--- config.mk ---
export PLATFORM = sky130hd
export DESIGN_NAME = custom_instruction_units
export DESIGN_NICKNAME = d
export VERILOG_FILES = /design/src/custom_instruction_units.v
export VERILOG_INCLUDE_DIRS = /design/src
export SDC_FILE = /design/constraint.sdc
export NUM_CORES = 2
export LEC_CHECK = 0
export BUFFER_PORTS_ARGS = -buffer_cell sky130_fd_sc_hd__buf_2
export CAP_MARGIN = 20
export CORE_MARGIN = 2
export CORE_UTILIZATION = 43
export DETAILED_ROUTE_END_ITERATION = 16
export HOLD_SLACK_MARGIN = 0.05
export SYNTH_ARGS = -nofsm -noshare
export SYNTH_HDL_FRONTEND = slang
export SYNTH_SLANG_ARGS = --single-unit
--- constraint.sdc ---
create_clock -name clock -period 2.4 [get_ports clock]
set_input_delay 0.12 -clock clock [delete_from_list [all_inputs] [get_ports clock]]
set_output_delay 0.12 -clock clock [all_outputs]
set_load 0.02 [all_outputs]
--- src/ci_units_regs.vh ---
// Purpose: constants for the custom instruction extension units
// Assumes: 8-bit opcode extension field from the processor
// Notes:   floating-point latencies are implementation choices
`ifndef CI_UNITS_REGS_VH
`define CI_UNITS_REGS_VH
`define CI_OP_FP_MUL   8'hFC
`define CI_OP_FP_ADD   8'hFD
`define CI_OP_FP_SUB   8'hFE
`define CI_OP_FP_DIV   8'hFF
`define CI_OP_BYTEREV  8'h00
`define CI_OP_BITREV   8'h01
`define CI_FP_LAT      2'd2
`define CI_DIV_STEPS   5'd25
`define CI_QNAN        32'h7FC0_0000
`endif

--- src/custom_instruction_units.v ---
// Purpose: fixed-function extension units on the custom-instruction port
// Assumes: start is a one-cycle pulse; processor holds operands until done
// Notes:   results truncate, denormals flush to zero, no NaN propagation
`include "ci_units_regs.vh"
module custom_instruction_units #(
  parameter USE_DIV = 0
) (
  input  wire        clock,
  input  wire        arst_n,
  input  wire        start,
  input  wire [7:0]  opx,
  input  wire [31:0] dataa,
  input  wire [31:0] datab,
  output wire        done,
  output wire        busy,
  output wire [31:0] result
);
  // No interrupt-vector unit here, so the one-per-core limit holds
  localparam S_IDLE = 2'd0;
  localparam S_WAIT = 2'd1;
  localparam S_DIV  = 2'd2;

  // Upper six bits all set selects the four fixed float extensions
  function is_fp;
    input [7:0] op;
    begin
      is_fp = (op[7:2] == 6'b111111);
    end
  endfunction

  reg [1:0]  state_ff;
  reg [1:0]  cnt_ff;
  reg [4:0]  dcnt_ff;
  reg        done_ff;
  reg [31:0] result_ff;
  reg [31:0] fres_ff;
  // Divider working state
  reg [24:0] rem_ff;
  reg [25:0] quo_ff;
  reg        dsign_ff;
  reg [9:0]  dexp_ff;

  wire [31:0] byterev = {dataa[7:0], dataa[15:8], dataa[23:16], dataa[31:24]};
  wire [31:0] bitrev;
  genvar gi;
  generate
    for (gi = 0; gi < 32; gi = gi + 1) begin : g_rev
      assign bitrev[gi] = dataa[31-gi];
    end
  endgenerate

  // Operand fields
  wire        sa = dataa[31];
  wire        sb = datab[31] ^ (opx == `CI_OP_FP_SUB);
  wire [7:0]  ea = dataa[30:23];
  wire [7:0]  eb = datab[30:23];
  wire [23:0] ma = (ea == 8'h00) ? 24'h00_0000 : {1'b1, dataa[22:0]};
  wire [23:0] mb = (eb == 8'h00) ? 24'h00_0000 : {1'b1, datab[22:0]};

  // Multiply: plain product lets synthesis pick hard multipliers or logic
  wire [47:0] prod = ma * mb;
  wire [9:0]  pexp = {2'b00, ea} + {2'b00, eb} - 10'd127 + {9'd0, prod[47]};
  wire [22:0] pman = prod[47] ? prod[46:24] : prod[45:23];
  reg  [31:0] mul_res;
  always @* begin
    // Zero exponent would be a denormal, so flush it
    if (ma == 24'h00_0000 || mb == 24'h00_0000 || pexp[9] || pexp == 10'd0)
      mul_res = {sa ^ datab[31], 31'h0000_0000};
    else if (pexp[8] || pexp[7:0] == 8'hFF)
      mul_res = {sa ^ datab[31], 8'hFF, 23'h00_0000};
    else
      mul_res = {sa ^ datab[31], pexp[7:0], pman};
  end

  // Add/subtract with alignment and leading-zero normalise
  wire        swap = {ea, ma} < {eb, mb};
  wire [7:0]  eh = swap ? eb : ea;
  wire [7:0]  ediff = swap ? (eb - ea) : (ea - eb);
  wire [23:0] mh = swap ? mb : ma;
  wire [23:0] ml = swap ? ma : mb;
  wire        sh = swap ? sb : sa;
  // Shifts past the mantissa width are forced to zero; no rounding
  wire [24:0] mls = (ediff > 8'd24) ? 25'd0 : ({1'b0, ml} >> ediff);
  wire [24:0] msum = (sa == sb) ? ({1'b0, mh} + mls) : ({1'b0, mh} - mls);
  reg  [4:0]  lz;
  reg  [31:0] add_res;
  reg  [24:0] nm;
  reg  [9:0]  ne;
  integer     k;
  always @* begin
    // Highest set bit is found last, so lz counts from the top one
    lz = 5'd24;
    for (k = 0; k < 24; k = k + 1)
      if (msum[k])
        lz = 5'd23 - k[4:0];
    nm = 25'd0;
    ne = 10'd0;
    if (msum == 25'd0) begin
      add_res = 32'h0000_0000;
    end else if (msum[24]) begin
      ne = {2'b00, eh} + 10'd1;
      add_res = (ne >= 10'd255) ? {sh, 8'hFF, 23'h00_0000} : {sh, ne[7:0], msum[23:1]};
    end else begin
      nm = msum << lz;
      ne = {2'b00, eh} - {5'd0, lz};
      add_res = (ne[9] || ne == 10'd0) ? {sh, 31'h0000_0000} : {sh, ne[7:0], nm[22:0]};
    end
  end

  // Restoring divide, one quotient bit per cycle
  // Divisor is read on every step, so operands must hold until done
  wire [24:0] rsub = rem_ff - {1'b0, mb};
  wire        do_div = (USE_DIV != 0) && (opx == `CI_OP_FP_DIV);
  // The last bit arrives on the edge that loads the result, so build it
  // from the next quotient rather than the stored one
  wire        qbit    = (rem_ff >= {1'b0, mb});
  wire [25:0] nxt_quo = {quo_ff[24:0], qbit};
  wire [9:0]  qexp = nxt_quo[25] ? dexp_ff : dexp_ff - 10'd1;
  wire [22:0] qman = nxt_quo[25] ? nxt_quo[24:2] : nxt_quo[23:1];
  reg  [31:0] div_res;
  always @* begin
    if (qexp[9] || qexp == 10'd0)
      div_res = {dsign_ff, 31'h0000_0000};
    else if (qexp[8] || qexp[7:0] == 8'hFF)
      div_res = {dsign_ff, 8'hFF, 23'h00_0000};
    else
      div_res = {dsign_ff, qexp[7:0], qman};
  end

  always @(posedge clock or negedge arst_n) begin
    if (!arst_n) begin
      state_ff  <= S_IDLE;
      cnt_ff    <= 2'd0;
      dcnt_ff   <= 5'd0;
      done_ff   <= 1'b0;
      result_ff <= 32'h0000_0000;
      fres_ff   <= 32'h0000_0000;
      rem_ff    <= 25'd0;
      quo_ff    <= 26'd0;
      dsign_ff  <= 1'b0;
      dexp_ff   <= 10'd0;
    end else begin
      done_ff <= 1'b0;
      case (state_ff)
        S_IDLE: begin
          if (start) begin
            // One-cycle units share the result register with the float path
            if (!is_fp(opx)) begin
              done_ff   <= 1'b1;
              result_ff <= (opx == `CI_OP_BITREV) ? bitrev : byterev;
            end else if (opx == `CI_OP_FP_DIV && !do_div) begin
              // Divide not built: answer at once with a quiet NaN
              done_ff   <= 1'b1;
              result_ff <= `CI_QNAN;
            end else if (do_div) begin
              // Zero divisor gives signed infinity, else a zero dividend gives signed zero
              if (mb == 24'h00_0000 || ma == 24'h00_0000) begin
                done_ff   <= 1'b1;
                result_ff <= (mb == 24'h00_0000) ? {sa ^ datab[31], 8'hFF, 23'h00_0000}
                                                 : {sa ^ datab[31], 31'h0000_0000};
              end else begin
                state_ff <= S_DIV;
                dcnt_ff  <= `CI_DIV_STEPS;
                rem_ff   <= {1'b0, ma};
                quo_ff   <= 26'd0;
                dsign_ff <= sa ^ datab[31];
                dexp_ff  <= {2'b00, ea} - {2'b00, eb} + 10'd127;
              end
            end else begin
              state_ff <= S_WAIT;
              cnt_ff   <= `CI_FP_LAT;
              fres_ff  <= (opx == `CI_OP_FP_MUL) ? mul_res : add_res;
            end
          end
        end
        S_WAIT: begin
          // Fixed latency only delays fres_ff, which the datapath fills in the start cycle
          if (cnt_ff == 2'd1) begin
            state_ff  <= S_IDLE;
            done_ff   <= 1'b1;
            result_ff <= fres_ff;
          end
          cnt_ff <= cnt_ff - 2'd1;
        end
        S_DIV: begin
          if (rem_ff >= {1'b0, mb}) begin
            rem_ff <= {rsub[23:0], 1'b0};
            quo_ff <= {quo_ff[24:0], 1'b1};
          end else begin
            rem_ff <= {rem_ff[23:0], 1'b0};
            quo_ff <= {quo_ff[24:0], 1'b0};
          end
          // Counter wraps after the last step; leaving the state hides it
          dcnt_ff <= dcnt_ff - 5'd1;
          if (dcnt_ff == 5'd0) begin
            state_ff  <= S_IDLE;
            done_ff   <= 1'b1;
            result_ff <= div_res;
          end
        end
        // Unused state code falls back to idle
        default: state_ff <= S_IDLE;
      endcase
    end
  end

  // Busy comes straight from the state so a stall shows without delay
  // Result holds the last answer until the next done
  assign done   = done_ff;
  assign busy   = (state_ff != S_IDLE);
  assign result = result_ff;
endmodule // custom_instruction_units

* Yosys cells after proc, flatten, opt, wreduce, memory -nomap -nowiden *
Index checks and enable logic that the tools add are counted.

operators by class
  add/sub/neg operators = 12
  multiply operators = 1
  $lt $le $gt $ge = 4
  equal/unequal tests = 17
  shifts and indexed selects = 2
  muxes and demuxes = 70
  bitwise logic cells = 3
  reductions and logical operators = 24

operator list
  operator            number
  $mux 32             9
  $mux 31             6
  $mux 5              22
  $mux 24             4
  $pmux 32 s3         1
  $mux 25             3
  $logic_not 24->1    2
  $mul 24x24->48      1
  $mux 23             2
  $eq 8x8->1 const B  5
  $lt 32x32->1        1
  $logic_not 10->1    3
  $add 24x25->25      1
  $ge 25x24->1        1
  $logic_not 25->1    1
  $shl 25x5->23       1
  $shr 24x8->25       1
  $sub 24x25->25      1
  $sub 24x24->24      1
  $logic_not 8->1     2
  $mux 2              8
  $mux 8              2
  $sub 8x8->8         2
  $add 10x1->10       1
  30 further kinds    52

storage, ports and cells
  register bits after elaboration = 124
  output and inout port bits = 34
  logic and storage cells = 141

* Logic depth before layout (Yosys ltp) *
  depth after elaboration = 39
  gate-level depth with buffers = 59
  gate-level depth less buffers = 50

* Least setup slack after synthesis *
No wires, ideal clock.

  path kind = in2reg
  start point = in dataa[26]
  end point = reg fres_ff[21]
  arrival = 11.834 ns
  required time = 2.290 ns
  slack = -9.545 ns
  cell stages on the path = 52
  buffers on the path = 7
  cell sequence = or4_4 nor2_1 clkbuf_1 clkbuf_1 buf_1 nor2_1 clkbuf_1 nand2_1 fa_1 inv_1 fa_1 fa_1 fa_1 inv_1 fa_1 fa_1 inv_1 fa_1 [... 16 more ...] inv_1 ha_1 fa_1 a21oi_1 nor2_1 nor2_1 o21bai_1 a21oi_1 o21bai_1 a21oi_1 xnor2_1 nor2_1 a21oi_1 nand2b_1 nor2_1 a32o_1 a41oi_1 o41ai_1

on the way
  longest elaborated chain between the ends = 39

ends and longest elaborated chain
  what                                              line                                                          source
  start, declared                                   custom_instruction_units.v:12                                 input wire [31:0] dataa,
  $logic_not 8->1                                   custom_instruction_units.v:57                                 wire [23:0] ma = (ea == 8'h00) ? 24'h00_0000 : {1'b1, dataa[22:0]};
  $mux 24                                           custom_instruction_units.v:57
  $lt 32x32->1                                      custom_instruction_units.v:76                                 wire swap = {ea, ma} < {eb, mb};
  $mux 24 or $mux 8 (tied branches)                 custom_instruction_units.v:80, custom_instruction_units.v:78
  $shr 24x8->25 or $gt 8x5->1 (tied branches)       custom_instruction_units.v:83                                 wire [24:0] mls = (ediff > 8'd24) ? 25'd0 : ({1'b0, ml} >> ediff);
  $mux 25                                           custom_instruction_units.v:83
  $sub 24x25->25 or $add 24x25->25 (tied branches)  custom_instruction_units.v:84                                 wire [24:0] msum = (sa == sb) ? ({1'b0, mh} + mls) : ({1'b0, mh} - mls);
  $mux 25                                           custom_instruction_units.v:84
  $mux 4 (2 in series)                              custom_instruction_units.v:94                                 if (msum[k])
  $mux 5 (22 in series)                             custom_instruction_units.v:94
  $sub 8x5->9                                       custom_instruction_units.v:105                                ne = {2'b00, eh} - {5'd0, lz};
  $logic_not 10->1                                  custom_instruction_units.v:106                                add_res = (ne[9] || ne == 10'd0) ? {sh, 31'h0000_0000} : {sh, ne[7:0], nm[22:0]};
  $logic_or 1x1->1                                  custom_instruction_units.v:106
  $mux 31                                           custom_instruction_units.v:106
  $mux 31                                           custom_instruction_units.v:100                                end else if (msum[24]) begin
  $mux 32                                           custom_instruction_units.v:98                                 if (msum == 25'd0) begin
  $mux 32 *                                         custom_instruction_units.v:172                                fres_ff <= (opx == `CI_OP_FP_MUL) ? mul_res : add_res;
  end signal, assigned                              custom_instruction_units.v:172
  end, declared                                     custom_instruction_units.v:36                                 reg [31:0] fres_ff;

Mark *: on every way between the ends. The rest lies on a longest branch, timed or not.
A chain may end at the register's enable or synchronous reset.

* Worst setup path after layout *
  start point = in dataa[26]
  end point = reg fres_ff[13]

Same word-level chain as after synthesis.

==> out/results.txt <==
number of nets in the layout - 5,628
pin count of the biggest net entering global routing - 69
Worst Hold End - state_ff[0]$_DFFE_PN0P_
multiplexer area fraction after synthesis - 0.06877
violated checks - negative setup slack
Tot GR Track Use - 0.3418
final-layout fill cell count - 6,723
CP Capture Type - flip-flop
CP peak stage delay - 0.56 ns
Post-DRT Antenna Nets - 0
Mapped Cells - 3,944
Fin Setup TNS - -242.99 ns
post-synthesis cell type count - 106
Synth area leader - fa_1
sequential area share after synthesis - 0.05330
Critical R2R Capture - result[11]$_DFFE_PN0P_
post-synthesis adder-cell area fraction - 0.4148
Root Driver - clkbuf_16
Async S/R FF share, synth - 1.000
Placed Area - 0.04008 sq mm
die area - 0.07645 sq mm
R2R setup slack - 0.34 ns
initial antenna violation count - 2
Worst Skew - 0.005629 ns
Yosys Warn Count - 0
routability cong. - 1.064
H-tree depth - 3
Core Region - 0.07321 sq mm
hold crit path type - in -> reg
Starting DRT DRC Count - 3,491
final setup fails - 32
total gr overflow - 0
row count - 99
clock buffer depth - 2
crit path DAT - 10.46 ns
DP Worst Slack - -8.972 ns
clk_lat worst skew - 0.34 ns
first-pass GRT wire length - 199.9 mm
min cycle time layout - 10.26 ns
Register-to-Register Path Depth - 7
final hold violations - 0
worst setup path category - in -> reg
drt pass-1 iters - 6
Worst Path Max Fanout - 8
min-delay src - start
Slew headroom - 0.3458
Fmax - 0.09751 GHz
Max Cap Violations - 0
Post-route DRC - 0
Synth Flop Type - dfrtp_1
outcome - finished, violations left
Vias/cell - 5.735
worst r2r src - state_ff[0]$_DFFE_PN0P_
fraction of layout cells with a size suffix above 1 - 0.2933
Synth top cells by count - inv_1, nand2_1, fa_1
Sink Count - 68
DP Cell Count - 5,677
DP Wirelength - 112.2 mm
drt wl/cell - 23.12 um
Synth top area share - 0.3047
Critical Path Most Common Cell - fa_1
IO Pins - 109
Worst Path Required - 2.60 ns
Synth area leaders - fa_1, ha_1, inv_1
final worst path period share - 4.273
most frequent cell after synthesis - inv_1
Post-Syn Nets - 4,786
hold depth - 3
Initial Util - 0.4361
RSZ-0062 raised after global routing - yes
Detailed Route WL - 133.0 mm
post-synthesis simple-gate area fraction - 0.2021
Syn Area/Cell - 8.095 sq um
clk slew on worst S/H paths - 0.07 ns
fin cells - 5,751
Post-Layout Inst Area - 0.04193 sq mm
largest family of logic cells by synthesized area - adder cells
Max Slew Vio Count - 0
Compound-Gate Fraction of Synth Area - 0.1333
Post-Syn Area - 0.03193 sq mm
EDFF count, synth - 0
Die X - 276.5 um
DR vias - 32.98k
Worst Tran Pin Value - 0.9777 ns
port buffer count - 108
Final WS setup - -7.856 ns
Die Ht - 276.5 um
area delta synth->final - 31.32%
critical path's slowest cell - fa_1
TritonCTS Buffers - 9
Synth Area in XOR/XNOR - 0.02057
Critical Path Start - dataa[26]
vias in the first global route - 32.85k
FF+latch count, synth - 68
Setup crit start kind - primary input
CTS tree - yes
registers in the layout, summed over array words and instances, names as in the netlist:
signal,flops
cnt_ff,2
done,1
fres_ff,32
result,32
state_ff,1
layer usage:
| layer | vias to the layer above | wire (um) | GRT usage |
|---|---|---|---|
| met4 | 2 | 7774 | 0.1529 |
| met3 | 425 | 12000 | 0.04521 |
| li1 | 14656 | - | - |
| met5 | - | 13 | 0 |
| met2 | 1823 | 60200 | 0.5562 |
| met1 | 16074 | 53010 | 0.4543 |
cell families after synthesis:
group | after synthesis
flip-flops | 68
AO/OA/AOI/OAI | 621
AND/OR/NAND/NOR | 1351
multiplexers | 191
XOR/XNOR | 75
buffers and inverters | 871
adder cells (fa/ha/maj) | 767
placed cells by master, fill, tap and decap left out, types with 35 or more instances in the layout:
cell type and instances:
a21o_1 48, a21oi_1 124, and2_1 173, and3_1 47, buf_2 107, buf_4 913, dfrtp_1 68, fa_1 479
ha_1 262, inv_1 615, mux2_2 64, mux2i_1 106, nand2_1 517, nand3_1 80, nor2_1 232, nor3_1 72
o211ai_1 35, o21ai_0 97, xnor2_1 47
worst max-delay path by stage:
stage                              end  slack, ns  cells after the start
2_1_floorplan  fres_ff[20]$_DFFE_PN0P_      -7.88                     51
3_3_place_gp    fres_ff[4]$_DFFE_PN0P_      -8.82                     49
3_5_place_dp    fres_ff[4]$_DFFE_PN0P_      -8.97                     47
4_1_cts         fres_ff[7]$_DFFE_PN0P_      -7.72                     50
5_1_grt        fres_ff[13]$_DFFE_PN0P_      -8.17                     52
6_report       fres_ff[13]$_DFFE_PN0P_      -7.86                     51
final cells by class:
class	count	area [sq um]	area share
Clock buffer	10	239.0	0.005700
Inverter	633	2402	0.05729
Sequential cell	68	1702	0.04058
Timing Repair inverter	1	3.754	0.00008952
Timing Repair Buffer	1068	8234	0.1964
Clock inverter	6	95.09	0.002268
Multi-Input combinational cell	3005	28050	0.6690
Antenna cell	1	2.502	0.00005968
Tap cell	959	1200	0.02862
repair_timing:
| action | 4_1_cts | 5_1_grt |
|---|---|---|
| cloned | 3 | 0 |
| endpoints found under the hold margin | 68 | 0 |
| pin swaps | 65 | 55 |
| gates resized for setup | 140 | 71 |
| buffers inserted | 37 | 22 |
| hold buffers | 1 | 0 |
| endpoints found under the setup margin | 32 | 32 |
metrics by stage:
step / util / hold slack [ns]
after floorplan: - / -0.1756
after global placement: 0.5474 / 0.1765
after detailed placement: 0.5475 / 0.1798
after CTS: 0.5666 / 0.1312
after global routing: 0.5727 / 0.1767
final: 0.5727 / 0.1418
critical path, delay by kind of cell:
kind            cells  cell delay, ns
simple gates       11            2.13
fa+ha+maj          10            4.11
compound gates     17            2.89
buf+inv            13            1.16
Power is left out: the tool's default activity adds up to more than one toggle a clock period on the data nets, which glitch-free logic cannot reach.
